`src/design/fsrg_pkg.sv`:
```
package fsrg_pkg;

    // ------------------------------------------------------------
    // Widths
    // ------------------------------------------------------------
    localparam int WORD_W      = 16;
    localparam int M_W         = 8;
    localparam int N_W         = 5;
    localparam int P_W         = 4;
    localparam int BIT_W       = 4;
    localparam int SYNC_STAGES = 3;

    // ------------------------------------------------------------
    // Frame layout and defaults
    // ------------------------------------------------------------
    localparam int             FRAME_BITS = 16;
    localparam logic [BIT_W-1:0] BIT_FIRST = 4'h0;
    localparam logic [BIT_W-1:0] BIT_LAST  = 4'hF;
    localparam logic [P_W-1:0] P_COARSE   = 4'h8;
    localparam logic [M_W-1:0] M_DEFAULT  = 8'h01;
    localparam logic [N_W-1:0] N_DEFAULT  = 5'h01;

    // ------------------------------------------------------------
    // Divider configuration carried as one word
    // ------------------------------------------------------------
    typedef struct packed {
        logic [M_W-1:0] m;
        logic [N_W-1:0] n;
        logic [P_W-1:0] p;
    } fsrg_cfg_t;

endpackage

```
`src/design/fsrg_top.sv`:
```
// Behaviour
// - Frame sync at sample rate, falling edge starts transfer
// - Each transfer interval lasts sixteen shift clocks
// - Sample period spans successive frame sync falls
// - Prescale eight means coarse; reset default
// - Coarse rate: clock over 16*M*N*8
// - Fine rate: clock over 16*M*N*P
// - ADC word out, host word to DAC
`timescale 1ns/10ps

module fsrg_top (
    input  wire logic                       CLOCK,
    input  wire logic                       RST,
    input  wire fsrg_pkg::fsrg_cfg_t        CFG,
    input  wire logic                       CFG_WR,
    input  wire logic [fsrg_pkg::WORD_W-1:0] ADC_WORD,
    input  wire logic                       SER_DIN,
    output logic                            FRAME_SYNC_N,
    output logic                            SHIFT_CLK,
    output logic                            SER_DOUT,
    output logic [fsrg_pkg::WORD_W-1:0]     DAC_WORD,
    output logic                            DAC_VALID,
    output logic                            FINE_MODE
);

    // ------------------------------------------------------------
    // Configuration
    // ------------------------------------------------------------
    fsrg_pkg::fsrg_cfg_t cfg_r;
    logic                restart;

    assign restart = CFG_WR;

    // Divider setting; reset lands in coarse mode
    always_ff @(posedge CLOCK)
    begin
        if (RST)
        begin
            cfg_r.m <= fsrg_pkg::M_DEFAULT;
            cfg_r.n <= fsrg_pkg::N_DEFAULT;
            cfg_r.p <= fsrg_pkg::P_COARSE;
        end
        else if (CFG_WR)
        begin
            cfg_r <= CFG;
        end
    end

    // Mode flag follows the stored prescale value
    always_ff @(posedge CLOCK)
    begin
        if (RST)
        begin
            FINE_MODE <= 1'b0;
        end
        else
        begin
            FINE_MODE <= (cfg_r.p != fsrg_pkg::P_COARSE);
        end
    end

    // ------------------------------------------------------------
    // Divider chain: P, then N, then M gives one shift tick
    // ------------------------------------------------------------
    logic tick_p;
    logic tick_n;
    logic tick_m;

    fsrg_div #(.W(fsrg_pkg::P_W)) u_div_p (
        .clk     (CLOCK),
        .rst     (RST),
        .restart (restart),
        .en      (1'b1),
        .div     (cfg_r.p),
        .tick    (tick_p)
    );

    fsrg_div #(.W(fsrg_pkg::N_W)) u_div_n (
        .clk     (CLOCK),
        .rst     (RST),
        .restart (restart),
        .en      (tick_p),
        .div     (cfg_r.n),
        .tick    (tick_n)
    );

    fsrg_div #(.W(fsrg_pkg::M_W)) u_div_m (
        .clk     (CLOCK),
        .rst     (RST),
        .restart (restart),
        .en      (tick_n),
        .div     (cfg_r.m),
        .tick    (tick_m)
    );

    // ------------------------------------------------------------
    // Serial input synchroniser
    // ------------------------------------------------------------
    logic [fsrg_pkg::SYNC_STAGES-1:0] din_q_r;
    logic                             din_s_r;

    // Three stages; value moves only when the last two agree
    always_ff @(posedge CLOCK)
    begin
        if (RST)
        begin
            din_q_r <= '0;
            din_s_r <= 1'b0;
        end
        else
        begin
            din_q_r <= {din_q_r[fsrg_pkg::SYNC_STAGES-2:0], SER_DIN};
            if (din_q_r[1] == din_q_r[2])
            begin
                din_s_r <= din_q_r[2];
            end
        end
    end

    // ------------------------------------------------------------
    // Frame sequencer and transmit shifter
    // ------------------------------------------------------------
    logic [fsrg_pkg::BIT_W-1:0]  bit_r;
    logic [fsrg_pkg::WORD_W-1:0] tx_r;
    logic                        first_r;
    logic                        frame_start;

    assign frame_start = tick_m && (bit_r == fsrg_pkg::BIT_LAST);

    // Idles at the last bit so the first tick opens a frame at once
    always_ff @(posedge CLOCK)
    begin
        if (RST || restart)
        begin
            bit_r        <= fsrg_pkg::BIT_LAST;
            FRAME_SYNC_N <= 1'b1;
            SHIFT_CLK    <= 1'b0;
            SER_DOUT     <= 1'b0;
            tx_r         <= '0;
        end
        else
        begin
            SHIFT_CLK <= tick_m;
            if (frame_start)
            begin
                bit_r        <= fsrg_pkg::BIT_FIRST;
                FRAME_SYNC_N <= 1'b0;
                SER_DOUT     <= ADC_WORD[fsrg_pkg::WORD_W-1];
                tx_r         <= {ADC_WORD[fsrg_pkg::WORD_W-2:0], 1'b0};
            end
            else if (tick_m)
            begin
                bit_r        <= bit_r + 4'h1;
                FRAME_SYNC_N <= 1'b1;
                SER_DOUT     <= tx_r[fsrg_pkg::WORD_W-1];
                tx_r         <= {tx_r[fsrg_pkg::WORD_W-2:0], 1'b0};
            end
        end
    end

    // ------------------------------------------------------------
    // Receive shifter toward the DAC path
    // ------------------------------------------------------------
    logic [fsrg_pkg::WORD_W-1:0] rx_r;

    // No word exists before the first full frame, hence first_r
    always_ff @(posedge CLOCK)
    begin
        if (RST || restart)
        begin
            rx_r      <= '0;
            first_r   <= 1'b1;
            DAC_WORD  <= '0;
            DAC_VALID <= 1'b0;
        end
        else
        begin
            DAC_VALID <= frame_start && !first_r;
            if (tick_m)
            begin
                rx_r <= {rx_r[fsrg_pkg::WORD_W-2:0], din_s_r};
            end
            if (frame_start)
            begin
                first_r <= 1'b0;
            end
            if (frame_start && !first_r)
            begin
                DAC_WORD <= {rx_r[fsrg_pkg::WORD_W-2:0], din_s_r};
            end
        end
    end

    // ------------------------------------------------------------
    // Checks
    // ------------------------------------------------------------
    logic [31:0] period_a;
    logic [31:0] cyc_a;
    logic [4:0]  ticks_a;

    assign period_a = 32'(fsrg_pkg::FRAME_BITS) * 32'(cfg_r.m) * 32'(cfg_r.n) * 32'(cfg_r.p);

    // Cycles and shift ticks since the last frame start
    always_ff @(posedge CLOCK)
    begin
        if (RST || restart || frame_start)
        begin
            cyc_a   <= 32'h00000001;
            ticks_a <= tick_m ? 5'h01 : 5'h00;
        end
        else
        begin
            cyc_a   <= cyc_a + 32'h00000001;
            ticks_a <= ticks_a + (tick_m ? 5'h01 : 5'h00);
        end
    end

    frame_period_a: assert property (@(posedge CLOCK) disable iff (RST)
        (frame_start && !first_r && !restart) |-> (cyc_a == period_a))
        else $error("frame period differs from 16*M*N*P");

    frame_bits_a: assert property (@(posedge CLOCK) disable iff (RST)
        (frame_start && !first_r && !restart) |-> (ticks_a == 5'h10))
        else $error("frame does not hold sixteen shift clocks");

    sync_fall_a: assert property (@(posedge CLOCK) disable iff (RST)
        $fell(FRAME_SYNC_N) |-> ($past(tick_m) && bit_r == fsrg_pkg::BIT_FIRST && SHIFT_CLK))
        else $error("frame sync fell outside a frame start");

    // Frame sync may only rise with a shift pulse, a restart or a reset
    sync_width_a: assert property (@(posedge CLOCK) disable iff (RST)
        $rose(FRAME_SYNC_N) |-> (SHIFT_CLK || $past(restart) || $past(RST)))
        else $error("frame sync low not held for one shift clock");

    coarse_reset_a: assert property (@(posedge CLOCK)
        $past(RST) |-> (cfg_r.p == fsrg_pkg::P_COARSE) ##1 !FINE_MODE)
        else $error("reset did not select coarse mode");

    restart_chain_a: assert property (@(posedge CLOCK) disable iff (RST)
        restart |=> (FRAME_SYNC_N && bit_r == fsrg_pkg::BIT_LAST && !SHIFT_CLK))
        else $error("new setting did not restart the frame chain");

    dout_msb_a: assert property (@(posedge CLOCK) disable iff (RST)
        $fell(FRAME_SYNC_N) |-> (SER_DOUT == $past(ADC_WORD[fsrg_pkg::WORD_W-1])))
        else $error("serial output does not open with the ADC msb");

    dac_word_a: assert property (@(posedge CLOCK) disable iff (RST)
        DAC_VALID |-> (DAC_WORD[0] == $past(din_s_r) && !FRAME_SYNC_N))
        else $error("DAC word not taken at frame end");

endmodule

```
`src/design/fsrg_div.sv`:
```
`timescale 1ns/10ps

module fsrg_div #(
    parameter int W = 4
) (
    input  wire logic         clk,
    input  wire logic         rst,
    input  wire logic         restart,
    input  wire logic         en,
    input  wire logic [W-1:0] div,
    output logic              tick
);

    logic [W-1:0] cnt_r;
    logic         last;

    // Terminal count; a divide value of zero wraps to two to the W
    assign last = (cnt_r == (div - {{(W-1){1'b0}}, 1'b1}));
    assign tick = en && last;

    // Stage counter, cleared so a new setting starts from a clean phase
    always_ff @(posedge clk)
    begin
        if (rst || restart)
        begin
            cnt_r <= '0;
        end
        else if (en)
        begin
            cnt_r <= last ? '0 : cnt_r + {{(W-1){1'b0}}, 1'b1};
        end
    end

endmodule

```
`config.mk`:
```
export PLATFORM = sky130hd
export DESIGN_NAME = fsrg_top
export DESIGN_NICKNAME = d
export VERILOG_FILES = /design/src/design/fsrg_pkg.sv /design/src/design/fsrg_top.sv /design/src/design/fsrg_div.sv
export SDC_FILE = /design/constraint.sdc
export NUM_CORES = 1
export LEC_CHECK = 0
export ABC_AREA = 1
export BUFFER_PORTS_ARGS = -buffer_cell sky130_fd_sc_hd__buf_4
export CAP_MARGIN = 25
export CORE_MARGIN = 4
export CORE_UTILIZATION = 50
export CTS_CLUSTER_SIZE = 12
export DETAILED_ROUTE_END_ITERATION = 8
export PLACE_DENSITY = 0.71
export REMOVE_ABC_BUFFERS = 1
export SLEW_MARGIN = 20
export SYNTH_ARGS = -nofsm -noshare
export SYNTH_HDL_FRONTEND = slang
export SYNTH_SLANG_ARGS = --single-unit
export TNS_END_PERCENT = 1
```
`constraint.sdc`:
```
create_clock -name CLOCK -period 6.15 [get_ports CLOCK]
set_input_delay 1.23 -clock CLOCK [delete_from_list [all_inputs] [get_ports CLOCK]]
set_output_delay 1.23 -clock CLOCK [all_outputs]
set_load 0.005 [all_outputs]
```
# Word-level counts from Yosys, hierarchy flattened
# Cells that the tools add are included.
[totals] reg_bits=94 latch_bits=0 ramBits=0 rom_bits=0 n_memories=0
[op_classes] add_sub_neg=7 n_mul=0 div_mod_pow=0 n_lt_le_gt_ge=0 n_eq_ne=6 shifts=0 muxes=10 bitwise_logic=0 n_reduce_logical=8
[ops] cell="16-bit two-way mux" n=2
[ops] cell="4-bit by 1-bit adder with 4-bit output (second input constant)" n=2
[ops] cell="8-bit by 1-bit adder with 8-bit output (second input constant)" n=1
[ops] cell="8-bit == test" n=1
[ops] cell="4-bit two-way mux" n=2
[ops] cell="8-bit two-way mux" n=1
[ops] cell="8-bit by 1-bit subtractor with 8-bit output (second input constant)" n=1
[ops] cell="5-bit by 1-bit adder with 5-bit output (second input constant)" n=1
[ops] cell="5-bit == test" n=1
[ops] cell="5-bit two-way mux" n=1
[ops] cell="5-bit by 1-bit subtractor with 5-bit output (second input constant)" n=1
[ops] cell="4-bit == test" n=1
[ops] cell="4-bit == test (second input constant)" n=1
[ops] cell="1-bit logical AND" n=4
[ops] cell="1-bit two-way mux" n=4
[ops] cell="4-bit inequality test (second input constant)" n=1
[ops] cell="4-bit by 1-bit subtractor with 4-bit output (second input constant)" n=1
[ops] cell="2-bit nonzero test" n=1
[ops] cell="2-bit OR reduction" n=1
[ops] cell="1-bit == test" n=1
[ops] cell="1-bit zero test" n=1
[ops] cell="1-bit logical OR" n=1

# Logic depth before layout (Yosys ltp)
# Gate-level depths: netlist of run 1.
[logic_depth] depth_word=6 mapped_depth=17 depth_no_buf=16

# Cells and area by module
# A second synthesis of run 1 with hierarchy kept.
[hier_totals] cells_unflattened=619 area_unflattened_um2=4350.4
[by_module_without_submodules] mod="fsrg_top" n_inst=1 cells_each=378 area_per_inst_um2=2925.3 seq_area_each_um2=1541.5
[by_module_without_submodules] mod="fsrg_div (u_div_m)" n_inst=1 cells_each=117 area_per_inst_um2=685.7 seq_area_each_um2=160.2
[by_module_without_submodules] mod="fsrg_div (u_div_n)" n_inst=1 cells_each=69 area_per_inst_um2=405.4 seq_area_each_um2=100.1
[by_module_without_submodules] mod="fsrg_div (u_div_p)" n_inst=1 cells_each=55 area_per_inst_um2=334.1 seq_area_each_um2=80.1

# Worst setup path before layout of run 1
# OpenSTA, ideal clock, no wires.
[synth_timing] path_type="input-to-reg" from="in RST" to="reg bit_r[0] (netlist name)" setup_ns=0.124 t_arrival_ns=2.371 setup_slack_ns=3.655 stages=6 n_path_buf=2 path_cell_list="clkbuf_1 > nor2_1 > inv_1 > clkbuf_1 > o21ai_0 > o21ai_0"
[synth_via] elab_chain_len=1
[synth_lines] item="from (decl)" line="fsrg_top.sv:13" text="input wire logic RST,"
[synth_lines] item="1-bit logical OR" line="fsrg_top.sv:133" text="if (RST || restart)"
[synth_lines] item="to (signal assigned)" line="fsrg_top.sv:135" text="bit_r <= fsrg_pkg::BIT_LAST;"
[synth_lines] item="to (signal assigned)" line="fsrg_top.sv:146" text="bit_r <= fsrg_pkg::BIT_FIRST;"
[synth_lines] item="to (signal assigned)" line="fsrg_top.sv:153" text="bit_r <= bit_r + 4'h1;"
[synth_lines] item="to (decl)" line="fsrg_top.sv:123" text="logic [fsrg_pkg::BIT_W-1:0] bit_r;"
# No other way between the ends.
# A chain may end at the register's enable or synchronous reset.

# Worst setup path in the final report of run 1
[layout_timing] from="reg cfg_r[0] (netlist name)" to="reg rx_r[14] (netlist name)"
[layout_via] elab_chain_len=4
[layout_lines] item="from (decl)" line="fsrg_top.sv:29" text="fsrg_pkg::fsrg_cfg_t cfg_r;"
[layout_lines] item="4-bit by 1-bit subtractor with 4-bit output" line="fsrg_div.sv:18" text="assign last = (cnt_r == (div - {{(W-1){1'b0}}, 1'b1}));"
[layout_lines] item="4-bit == test" line="fsrg_div.sv:18"
[layout_lines] item="1-bit logical AND (2 in a row)" line="fsrg_div.sv:19" text="assign tick = en && last;"
[layout_lines] item="to (signal assigned)" line="fsrg_top.sv:181" text="rx_r <= {rx_r[fsrg_pkg::WORD_W-2:0], din_s_r};"
[layout_lines] item="to (decl)" line="fsrg_top.sv:164" text="logic [fsrg_pkg::WORD_W-1:0] rx_r;"
# No other way between the ends.

==> reports/metrics.cfg, run 1 <==
[run_status]
outcome = completed

[clock_tree]
cts_hold_repair.buffers = 0
clkLatencyLatePin_ps = 360
cts_tree = done
htreeDepth = 3
cell_at_the_root_of_the_clock_tree = sky130_fd_sc_hd__clkbuf_8
cts.repair.resized = 0
clock_pin_slew_worst_setup_and_hold_paths_ps = 100
cts.path.max_buffers = 2
cts_num_sinks = 94
cts_inserted_buffers = 9
post-cts-setup-buffers = 0

[logic_synthesis]
synth_seq_area_share_pct = 44.3
top_area_cells_in_the_synthesized_netlist = sky130_fd_sc_hd__dfxtp_1 44%, sky130_fd_sc_hd__nand2_1 11%, sky130_fd_sc_hd__inv_1 7.5%
netlist_instances = 577
syn_area_um2 = 4250
netlist_top_cells_count = 130 x sky130_fd_sc_hd__nand2_1, 94 x sky130_fd_sc_hd__dfxtp_1, 85 x sky130_fd_sc_hd__inv_1
synth-main-ff-cell = sky130_fd_sc_hd__dfxtp_1
post-synth-top-area-cell = sky130_fd_sc_hd__dfxtp_1
synth-seq-cells = 94
yosysUniqueCellTypes = 32
yosys.cell_count.top_type = sky130_fd_sc_hd__nand2_1
synth_async_sr_flop_share_pct = 0
synth-warning-count = 0
synth-edff-count = 0
yosys.area.top_type_share_pct = 44.3
syn_area_per_cell_um2 = 7.37

[floorplanning]
initial_core_util_pct = 51.5
design.die.area_um2 = 10000
placeableCoreArea_um2 = 8260
num_rows = 33
fp.dieW_um = 100
design.portCount = 58
floorplan.die.height_um = 100

[critical_path]
timing.critical_path.cells = clkinv_1 > ha_1 > xnor2_1 > nor2_1 > nand3_1 > nor2_4 > nand2_4 > nor2_8 > inv_2 > nand2_2 > inv_2 > nand2_1 > o21ai_0
worst-endpoint-arrival_ps = 3150
required_ps = 6400
worstSetupPathType = reg2reg
crit_fanout = 37
r2r_cells = 13
flop_to_flop_setup_slack_ps = 3250
timing.critical_path.from = cfg_r[0]$_SDFFE_PP0P_
r2r_end = rx_r[14]$_SDFFE_PP0P_
critPathMostFrequentCell = sky130_fd_sc_hd__inv_2
cp_slowest_stage_delay_ps = 470
cp-end-kind = register
timing.rr.start = cfg_r[0]$_SDFFE_PP0P_
timing.critical_path.slowest_stage_cell = sky130_fd_sc_hd__nor2_8
crit_path_start_kind = register

[global_route]
use_met2_pct = 29.8
grt_max_degree = 38
overflow = 0
wire_length_of_the_first_global_routing_pass_um = 14500
global_route.usage.met3_pct = 3.82
grt_antenna_before_repair = 0
met1_usage_pct = 21.8
number_of_global_route_vias_before_repair = 3395
grt_most_used_layer = met2
global_route.usage.total_pct = 17.3

[sta]
timing.final.setup_violations = 0
final.period_utilization_pct = 47.2
fin_worst_skew_ps = 14.7
setup_tns_ps = 0
unrepaired_setup_endpoints_after_global_routing = false
fin_crit_ps = 2900
hold_violations = 0
report.final.slew_viol_count = 0
hold_slack_ps = 414
slew_headroom_pct = 51.3
timing_worst_slew_pin_value_ps = 730
max_freq_ghz = 0.345

[place]
detailed_place_hpwl_um = 5930
place.gp.congestion = 0.845
place.detailed.instances = 718
io_buffer_count = 57

[finish]
final_cells = 734
finalNetCount = 669
filler_cell_count = 781
fin_util_pct = 59.2
area_growth_pct = 15.0
drive_above_1_share_pct = 14.1
antenna_cells = 0

[power_and_ir_drop]
peakVddDrop_mv = 0.110
power_density_nw_per_um2 = 227
totalPowerFinal_mw = 1.11
leakage_nw = 2.23

[hold_path]
classification_of_the_worst_slack_hold_path = reg2reg
timing.hold.worst_endpoint = din_q_r[1]$_SDFF_PP0_
hold_path.startpoint = din_q_r[0]$_SDFF_PP0_
hold-path-cell-count = 2

[flow_run]
maxCapViolCount = 0

[drt]
route.detailed.wl_per_inst_um = 11.6
drc_errors = 0
drt_wl_total_um = 8510
route.vias.total = 3619
first_iter_violations = 100
vias_per_cell = 4.93
drtPass1Iterations = 4
post_drt_antenna_nets = 0

state kept, by name (all words and copies together) (netlist names):
register,flops
SER_DOUT,1
SHIFT_CLK,1
tx_r,15
cfg_r,17
FRAME_SYNC_N,1
first_r,1
DAC_VALID,1
DAC_WORD,16
FINE_MODE,1
bit_r,4
rx_r,15
din_s_r,1
u_div_p.cnt_r,4
u_div_m.cnt_r,8
din_q_r,3
u_div_n.cnt_r,5
report_power, final:
group          internal (mW)  switching, mW  total, mW
registers              0.619        0.00835      0.627
logic                 0.0401         0.0503     0.0904
clock network          0.158          0.237      0.394
kinds of logic after synthesis:
logic type | synth area share [%]
AOI/OAI and AO/OA | 9.48
xor gates and xnor gates | 4.74
adders and majority gates | 2.35
buffers and inverters | 11.1
DFF | 44.3
and+or+nand+nor | 28.0
layout make-up:
type	count	area [um^2]	share of cell area [%]
multi-input combinational	368	1900	38.8
sequential	94	1880	38.5
timing repair buffer	58	435	8.91
inverter	93	350	7.17
tap	105	131	2.69
clock buffer	9	124	2.53
clock inverter	7	67.6	1.38
layout by cell type (no fill, tap or decap), types with 14 or more instances in the layout:
master / Yosys / final
sky130_fd_sc_hd__a21oi_1: 34 / 34
sky130_fd_sc_hd__buf_4: 3 / 58
sky130_fd_sc_hd__dfxtp_1: 94 / 94
sky130_fd_sc_hd__inv_1: 85 / 85
sky130_fd_sc_hd__nand2_1: 130 / 130
sky130_fd_sc_hd__nand3_1: 29 / 29
sky130_fd_sc_hd__nand4_1: 35 / 35
sky130_fd_sc_hd__nor2_1: 47 / 47
sky130_fd_sc_hd__o21ai_0: 29 / 29
sky130_fd_sc_hd__o22ai_1: 14 / 14
sky130_fd_sc_hd__xor2_1: 14 / 14
per-stage QoR:
step	area [um^2]	setup slack [ps]
5_1_grt	4890	2980
3_5_place_dp	4700	3110
2_1_floorplan	4130	3710
4_1_cts	4890	3240
6_report	4890	3250
3_3_place_gp	4700	3190
layer usage:
metal / vias to the layer above / wire (um)
met3: 8 / 237
met1: 1619 / 4100
met2: 44 / 4090
met4: 0 / 83
li1: 1948 / -
met5: - / 0
worst max-delay path by stage:
stage	end	slack (ps)	cells after the start
final	rx_r[14]$_SDFFE_PP0P_	3250	13
after global routing	tx_r[14]$_SDFFE_PP0P_	2980	13
after CTS	rx_r[14]$_SDFFE_PP0P_	3240	13
after detailed placement	bit_r[0]$_SDFFE_PP1P_	3110	5
after global placement	u_div_m.cnt_r[2]$_SDFFE_PP0P_	3190	6
after floorplan	bit_r[0]$_SDFFE_PP1P_	3710	4
critical path: cells and delay by family (launching register included):
kind | cells | cell delay [ps]
and+or+nand+nor | 7 | 1440
adders and majority gates | 1 | 330
buffers and inverters | 3 | 480
xor gates and xnor gates | 1 | 120
AOI/OAI and AO/OA | 1 | 70
DFF | 1 | 360
Note: power is estimated with default switching activity, not from simulation.
==> inputs of run 2 (changes only) <==
--- a/config.mk
+++ b/config.mk
@@ -12,7 +12,7 @@
 export CORE_UTILIZATION = 50
 export CTS_CLUSTER_SIZE = 12
 export DETAILED_ROUTE_END_ITERATION = 8
-export PLACE_DENSITY = 0.71
+export PLACE_DENSITY = 0.74
 export REMOVE_ABC_BUFFERS = 1
 export SLEW_MARGIN = 20
 export SYNTH_ARGS = -nofsm -noshare
==> constraint.sdc (replaced) <==
create_clock -name CLOCK -period 2.52 [get_ports CLOCK]
set_input_delay 0.504 -clock CLOCK [delete_from_list [all_inputs] [get_ports CLOCK]]
set_output_delay 0.504 -clock CLOCK [all_outputs]
set_load 0.005 [all_outputs]
==> run 2 against run 1 <==
- register-to-register slack worse by 3100 ps
- via count is 1.9% higher
- clock skew fell by 1.2 ps
- fmax grew 24%
- utilization grew 0.95 points
- global-route usage up 0.95 points
- combinational power grew 150%
- power grew to 2.6 times the previous value
- final area increased by 1.6%
- routed wire length is 1.1% higher
- first-iteration DRC count grew 10%
- sequential power is 140% higher
==> reports/metrics.cfg, run 2 (same netlist as run 1, synthesis figures left out) <==
[critical_path]
critPathMostFrequentCell = sky130_fd_sc_hd__inv_2
cp-end-kind = register
crit_path_start_kind = register
crit_family = simple AND/OR/NAND/NOR gates
required_ps = 2780  ; -3620 ps
crit_fanout = 17  ; -54%
worstSetupPathType = reg2reg
timing.critical_path.cells = clkinv_1 > ha_1 > xnor2_1 > nor2_1 > nand3_1 > nor2_4 > nand2_4 > nor2_8 > inv_2 > nand2_2 > inv_2 > nand2_1 > o21ai_0
worst-endpoint-arrival_ps = 2600  ; -550 ps
cp_slowest_stage_delay_ps = 360  ; -110 ps
critical_path_buf_inv_count = 3  ; unchanged
timing.critical_path.slowest_stage_cell = sky130_fd_sc_hd__dfxtp_1

[drt]
drtPass1Iterations = 5  ; +1
post_drt_antenna_nets = 0  ; unchanged
route.vias.total = 3688  ; +1.9%
drc_errors = 0  ; unchanged
route.detailed.wl_per_inst_um = 11.6  ; +0.43%
drt_wl_total_um = 8610  ; +1.1%
first_iter_violations = 110  ; +10%
vias_per_cell = 4.99  ; +1.2%

[global_route]
number_of_global_route_vias_before_repair = 3525  ; +3.8%
wire_length_of_the_first_global_routing_pass_um = 15000  ; +3.7%
grt_max_degree = 25  ; -34%
grt_antenna_before_repair = 0  ; unchanged
overflow = 0  ; unchanged
global_route.usage.total_pct = 18.2  ; +0.95 points

[place]
detailed_place_hpwl_um = 6230  ; +5.1%
place.gp.congestion = 0.824  ; -2.5%
io_buffer_count = 57  ; unchanged
dpl_worst_slack_ps = 166  ; -2940 ps

[finish]
area_growth_pct = 16.8
fin_util_pct = 60.1  ; +0.95 points
registers.top_by_ff_count = cfg_r
drive_above_1_share_pct = 14.8  ; +0.68 points
layout.cells.most_common_list = 130 x sky130_fd_sc_hd__nand2_1, 94 x sky130_fd_sc_hd__dfxtp_1, 85 x sky130_fd_sc_hd__inv_1, 63 x sky130_fd_sc_hd__buf_4, 47 x sky130_fd_sc_hd__nor2_1
mostFrequentLayoutCell = sky130_fd_sc_hd__nand2_1
largest_register_ff_count = 17  ; unchanged
top_regs = cfg_r (17), DAC_WORD (16)
antenna_cells = 0  ; unchanged
finalNetCount = 674  ; +0.75%

[floorplanning]
initial_core_util_pct = 51.5  ; unchanged
fp.dieW_um = 100  ; unchanged
design.die.area_um2 = 10000  ; unchanged
design.portCount = 58  ; unchanged
floorplan.die.height_um = 100  ; unchanged
placeableCoreArea_um2 = 8260  ; unchanged
num_rows = 33  ; unchanged

[clock_tree]
cts.path.max_buffers = 2  ; unchanged
htreeDepth = 3  ; unchanged
cts_num_sinks = 94  ; unchanged
cts_inserted_buffers = 9  ; unchanged
cell_at_the_root_of_the_clock_tree = sky130_fd_sc_hd__clkbuf_8
cts_hold_repair.buffers = 0  ; unchanged
clock_pin_slew_worst_setup_and_hold_paths_ps = 100  ; about the same
cts_tree = done
clkLatencyLatePin_ps = 370  ; about the same

[sta]
slew_headroom_pct = 56.4  ; +5.1 points
timing.final.setup_violations = 0  ; unchanged
hold_violations = 0  ; unchanged
hold_slack_ps = 343  ; -71.2 ps
final.period_utilization_pct = 92.7  ; +45 points
timing.final.ws_setup_ps = 185  ; -3060 ps
max_freq_ghz = 0.428  ; +24%
fin_worst_skew_ps = 13.5  ; -1.16 ps
report.final.slew_viol_count = 0  ; unchanged
unrepaired_setup_endpoints_after_global_routing = true
timing_worst_slew_pin_value_ps = 653  ; -77.2 ps
fin_crit_ps = 2330  ; -566 ps

[run_status]
outcome = completed

[power_and_ir_drop]
peakVddDrop_mv = 0.291  ; +160%
leakage_nw = 2.28  ; +2.2%
totalPowerFinal_mw = 2.92  ; +160%
power_density_nw_per_um2 = 588  ; +160%

[hold_path]
classification_of_the_worst_slack_hold_path = in2reg

[flow_run]
maxCapViolCount = 0  ; unchanged

run 2: timing repair:
item / CTS / global route
setup buffers: 0 / 0
resized for setup: 0 / 0
endpoints found under the setup margin: 0 / 33
run 2: layout make-up:
| class | instances | area (um^2) |
|---|---|---|
| fillers | 753 | 3290 |
| multi-input cells | 368 | 1900 |
| inverters | 93 | 350 |
| flip-flops and latches | 94 | 1880 |
| well taps | 105 | 131 |
| clock inverters | 7 | 109 |
| repair buffers | 63 | 473 |
| clock buffers | 9 | 124 |
run 2: tightest hold or removal path, delay by kind of cell:
| kind | cells | cell delay, ps |
|---|---|---|
| simple gates | 1 | 60 |
| buf+inv | 2 | 100 |
run 2: worst paths after layout:
kind / start / cells past startpoint / endpoint / slack (ps)
worst min-delay path: SER_DIN / 3 / din_q_r[0]$_SDFF_PP0_ / 340
worst max-delay path: cfg_r[0]$_SDFFE_PP0P_ / 13 / rx_r[14]$_SDFFE_PP0P_ / 190
worst min register to register: din_q_r[0]$_SDFF_PP0_ / 2 / din_q_r[1]$_SDFF_PP0_ / 410
worst max register to register: cfg_r[0]$_SDFFE_PP0P_ / 13 / rx_r[14]$_SDFFE_PP0P_ / 190
run 2: metal layers:
layer	GRT usage [%]	up-vias	share of wire, %
met5	0	-	0
met4	9.33	0	2.0
met3	2.92	12	4.3
met2	30.6	67	48
met1	22.6	1659	46
li1	-	1950	-
run 2: report_power, final:
part,internal [mW],switching (mW),leakage [nW]
clock network,0.583,0.580,0.119
registers,1.51,0.0203,0.763
logic,0.100,0.124,1.39
total,2.19,0.725,2.28
run 2: metrics by stage:
step,setup TNS [ps],area (um^2),cells
finish,0,4970,739
global route,-850,4970,739
CTS,0,4970,739
detailed placement,0,4730,723
global placement,0,4730,723
floorplan,0,4130,555
==> inputs of run 3 (changes only) <==
--- a/config.mk
+++ b/config.mk
@@ -12,9 +12,10 @@
 export CORE_UTILIZATION = 50
 export CTS_CLUSTER_SIZE = 12
 export DETAILED_ROUTE_END_ITERATION = 8
-export PLACE_DENSITY = 0.74
+export HOLD_SLACK_MARGIN = 0.1
+export PLACE_DENSITY_LB_ADDON = 0.1
 export REMOVE_ABC_BUFFERS = 1
-export SLEW_MARGIN = 20
+export SLEW_MARGIN = 10
 export SYNTH_ARGS = -nofsm -noshare
 export SYNTH_HDL_FRONTEND = slang
 export SYNTH_SLANG_ARGS = --single-unit
==> run 3 against run 2 <==
- clock power decreased by 5%
- register-to-register slack better by 40 ps
- setup slack improved by 44 ps
- sequential power about the same
- via count rose by 0.70%
- die area unchanged
- non-clock buffer count did not move
- first-iteration DRC count grew 15%
- sequential share of layout area is 0.11 points higher
- sequential cell count did not move
==> reports/metrics.cfg, run 3 (same netlist as run 1, synthesis figures left out) <==
[global_route]
wire_length_of_the_first_global_routing_pass_um = 15800  ; +5.3%
number_of_global_route_vias_before_repair = 3693  ; +4.8%
grt_max_degree = 25  ; unchanged
global_route.usage.total_pct = 19.1  ; +0.85 points
overflow = 0  ; unchanged
grt_antenna_before_repair = 0  ; unchanged

[place]
detailed_place_hpwl_um = 6260  ; +0.39%
place.gp.congestion = 0.810  ; -1.6%
dpl_worst_slack_ps = 184  ; +17.9 ps
io_buffer_count = 57  ; unchanged

[drt]
drtPass1Iterations = 5  ; unchanged
vias_per_cell = 5.03  ; +0.70%
route.vias.total = 3714  ; +0.70%
drc_errors = 0  ; unchanged
first_iter_violations = 126  ; +15%
route.detailed.wl_per_inst_um = 12.0  ; +3.0%
drt_wl_total_um = 8870  ; +3.0%
post_drt_antenna_nets = 0  ; unchanged

[floorplanning]
design.portCount = 58  ; unchanged
initial_core_util_pct = 51.5  ; unchanged
floorplan.die.height_um = 100  ; unchanged
num_rows = 33  ; unchanged
placeableCoreArea_um2 = 8260  ; unchanged
fp.dieW_um = 100  ; unchanged
design.die.area_um2 = 10000  ; unchanged

[clock_tree]
cell_at_the_root_of_the_clock_tree = sky130_fd_sc_hd__clkbuf_8
cts_inserted_buffers = 9  ; unchanged
cts.path.max_buffers = 2  ; unchanged
cts_num_sinks = 94  ; unchanged
cts_hold_repair.buffers = 0  ; unchanged
cts_tree = done
clkLatencyLatePin_ps = 360  ; about the same
clock_pin_slew_worst_setup_and_hold_paths_ps = 90  ; about the same
htreeDepth = 3  ; unchanged

[flow_run]
maxCapViolCount = 0  ; unchanged

[sta]
timing.final.ws_setup_ps = 229  ; +44.3 ps
max_freq_ghz = 0.437  ; +1.9%
fin_worst_skew_ps = 10.6  ; -2.87 ps
hold_violations = 0  ; unchanged
unrepaired_setup_endpoints_after_global_routing = true
report.final.slew_viol_count = 0  ; unchanged
slew_headroom_pct = 53.1  ; -3.3 points
fin_crit_ps = 2290  ; -44.3 ps
timing_worst_slew_pin_value_ps = 703  ; +49.4 ps
timing.final.setup_violations = 0  ; unchanged
final.period_utilization_pct = 90.9  ; -1.8 points
hold_slack_ps = 347  ; +4.68 ps

[finish]
area_growth_pct = 16.5
mostFrequentLayoutCell = sky130_fd_sc_hd__nand2_1
top_regs = cfg_r (17), DAC_WORD (16)
finalNetCount = 674  ; unchanged
register_area_um2 = 1880  ; unchanged
drive_above_1_share_pct = 14.8  ; unchanged
multi_input_comb_area_um2 = 1900  ; unchanged
layout.cells.most_common_list = 130 x sky130_fd_sc_hd__nand2_1, 94 x sky130_fd_sc_hd__dfxtp_1, 85 x sky130_fd_sc_hd__inv_1, 63 x sky130_fd_sc_hd__buf_4, 47 x sky130_fd_sc_hd__nor2_1
largest_register_ff_count = 17  ; unchanged
antenna_cells = 0  ; unchanged
filler_cell_count = 800  ; +6.2%
registers.top_by_ff_count = cfg_r

[critical_path]
r2r_end = tx_r[4]$_SDFFE_PP0P_
worst-endpoint-arrival_ps = 2550  ; -50 ps
crit_path_start_kind = register
worstSetupPathType = reg2reg
r2r_cells = 13  ; unchanged
flop_to_flop_setup_slack_ps = 230  ; +40 ps
timing.rr.start = cfg_r[0]$_SDFFE_PP0P_
cp-end-kind = register
required_ps = 2780  ; about the same
crit_fanout = 17  ; unchanged

[power_and_ir_drop]
peakVddDrop_mv = 0.416  ; +43%
power_density_nw_per_um2 = 577  ; -1.8%
leakage_nw = 2.27  ; -0.38%

[hold_path]
timing.hold.worst_endpoint = din_q_r[0]$_SDFF_PP0_
hold_path.startpoint = SER_DIN
hold-path-cell-count = 3  ; unchanged
classification_of_the_worst_slack_hold_path = in2reg

[run_status]
outcome = completed

==> run 3: worst max path at each step <==
stage,startpoint,to,slack (ps)
2_1_floorplan,cfg_r[0]$_SDFFE_PP0P_,rx_r[14]$_SDFFE_PP0P_,80
3_3_place_gp,cfg_r[0]$_SDFFE_PP0P_,DAC_WORD[15]$_SDFFE_PP0P_,270
3_5_place_dp,cfg_r[0]$_SDFFE_PP0P_,DAC_WORD[15]$_SDFFE_PP0P_,180
4_1_cts,cfg_r[0]$_SDFFE_PP0P_,DAC_WORD[15]$_SDFFE_PP0P_,170
5_1_grt,cfg_r[9]$_SDFFE_PP1P_,DAC_WORD[6]$_SDFFE_PP0P_,-60
6_report,cfg_r[0]$_SDFFE_PP0P_,tx_r[4]$_SDFFE_PP0P_,230
==> run 3: per-stage QoR <==
step	utilization (%)	TNS, ps	instances	total power [mW]	instance area, um^2
after floorplan	-	0	555	1.70	4130
after global placement	57.3	0	723	1.78	4730
after detailed placement	57.3	0	723	1.79	4730
after CTS	60.0	0	739	2.89	4950
after global routing	60.0	-613	739	2.98	4950
final	60.0	0	739	2.86	4950
==> run 3: power by group <==
group          leakage (nW)  switching [mW]  total (mW)  internal [mW]
Combinational          1.39           0.125       0.225         0.0998
Clock                 0.110           0.539        1.10          0.562
Sequential            0.763          0.0202        1.53           1.51
Total                  2.27           0.684        2.86           2.17
==> run 3: repair_timing <==
| item | 4_1_cts | 5_1_grt |
|---|---|---|
| setup buffers | 0 | 0 |
| resized for setup | 0 | 0 |
| setup endpoints to repair | 0 | 28 |
| hold endpoints to repair | 0 | 0 |
==> run 3: area by class of cell <==
cell class | instances | area share (%)
Clock buffer | 9 | 2.50
Timing Repair Buffer | 63 | 9.55
Multi-Input combinational cell | 368 | 38.3
Inverter | 93 | 7.07
Clock inverter | 7 | 1.92
Tap cell | 105 | 2.65
Sequential cell | 94 | 38.0
==> run 3: routing by layer <==
metal,track usage [%],wire [um],vias up,part of all wire (%)
met2,32.4,4260,71,48
met5,0,0,-,0
li1,-,-,1946,-
met4,7.67,157,0,1.8
met1,24.0,4100,1687,46
met3,3.34,349,10,3.9
==> run 3: worst max-delay path: stages (launching register included) <==
cell and delay [ps]:
sky130_fd_sc_hd__dfxtp_1 360, sky130_fd_sc_hd__clkinv_1 130, sky130_fd_sc_hd__ha_1 320, sky130_fd_sc_hd__xnor2_1 120
sky130_fd_sc_hd__nor2_1 80, sky130_fd_sc_hd__nand3_1 120, sky130_fd_sc_hd__nor2_4 180, sky130_fd_sc_hd__nand2_4 110
sky130_fd_sc_hd__nor2_8 190, sky130_fd_sc_hd__inv_2 70, sky130_fd_sc_hd__nand2_2 160, sky130_fd_sc_hd__inv_2 170
sky130_fd_sc_hd__nand2_1 110, sky130_fd_sc_hd__nand2_1 60
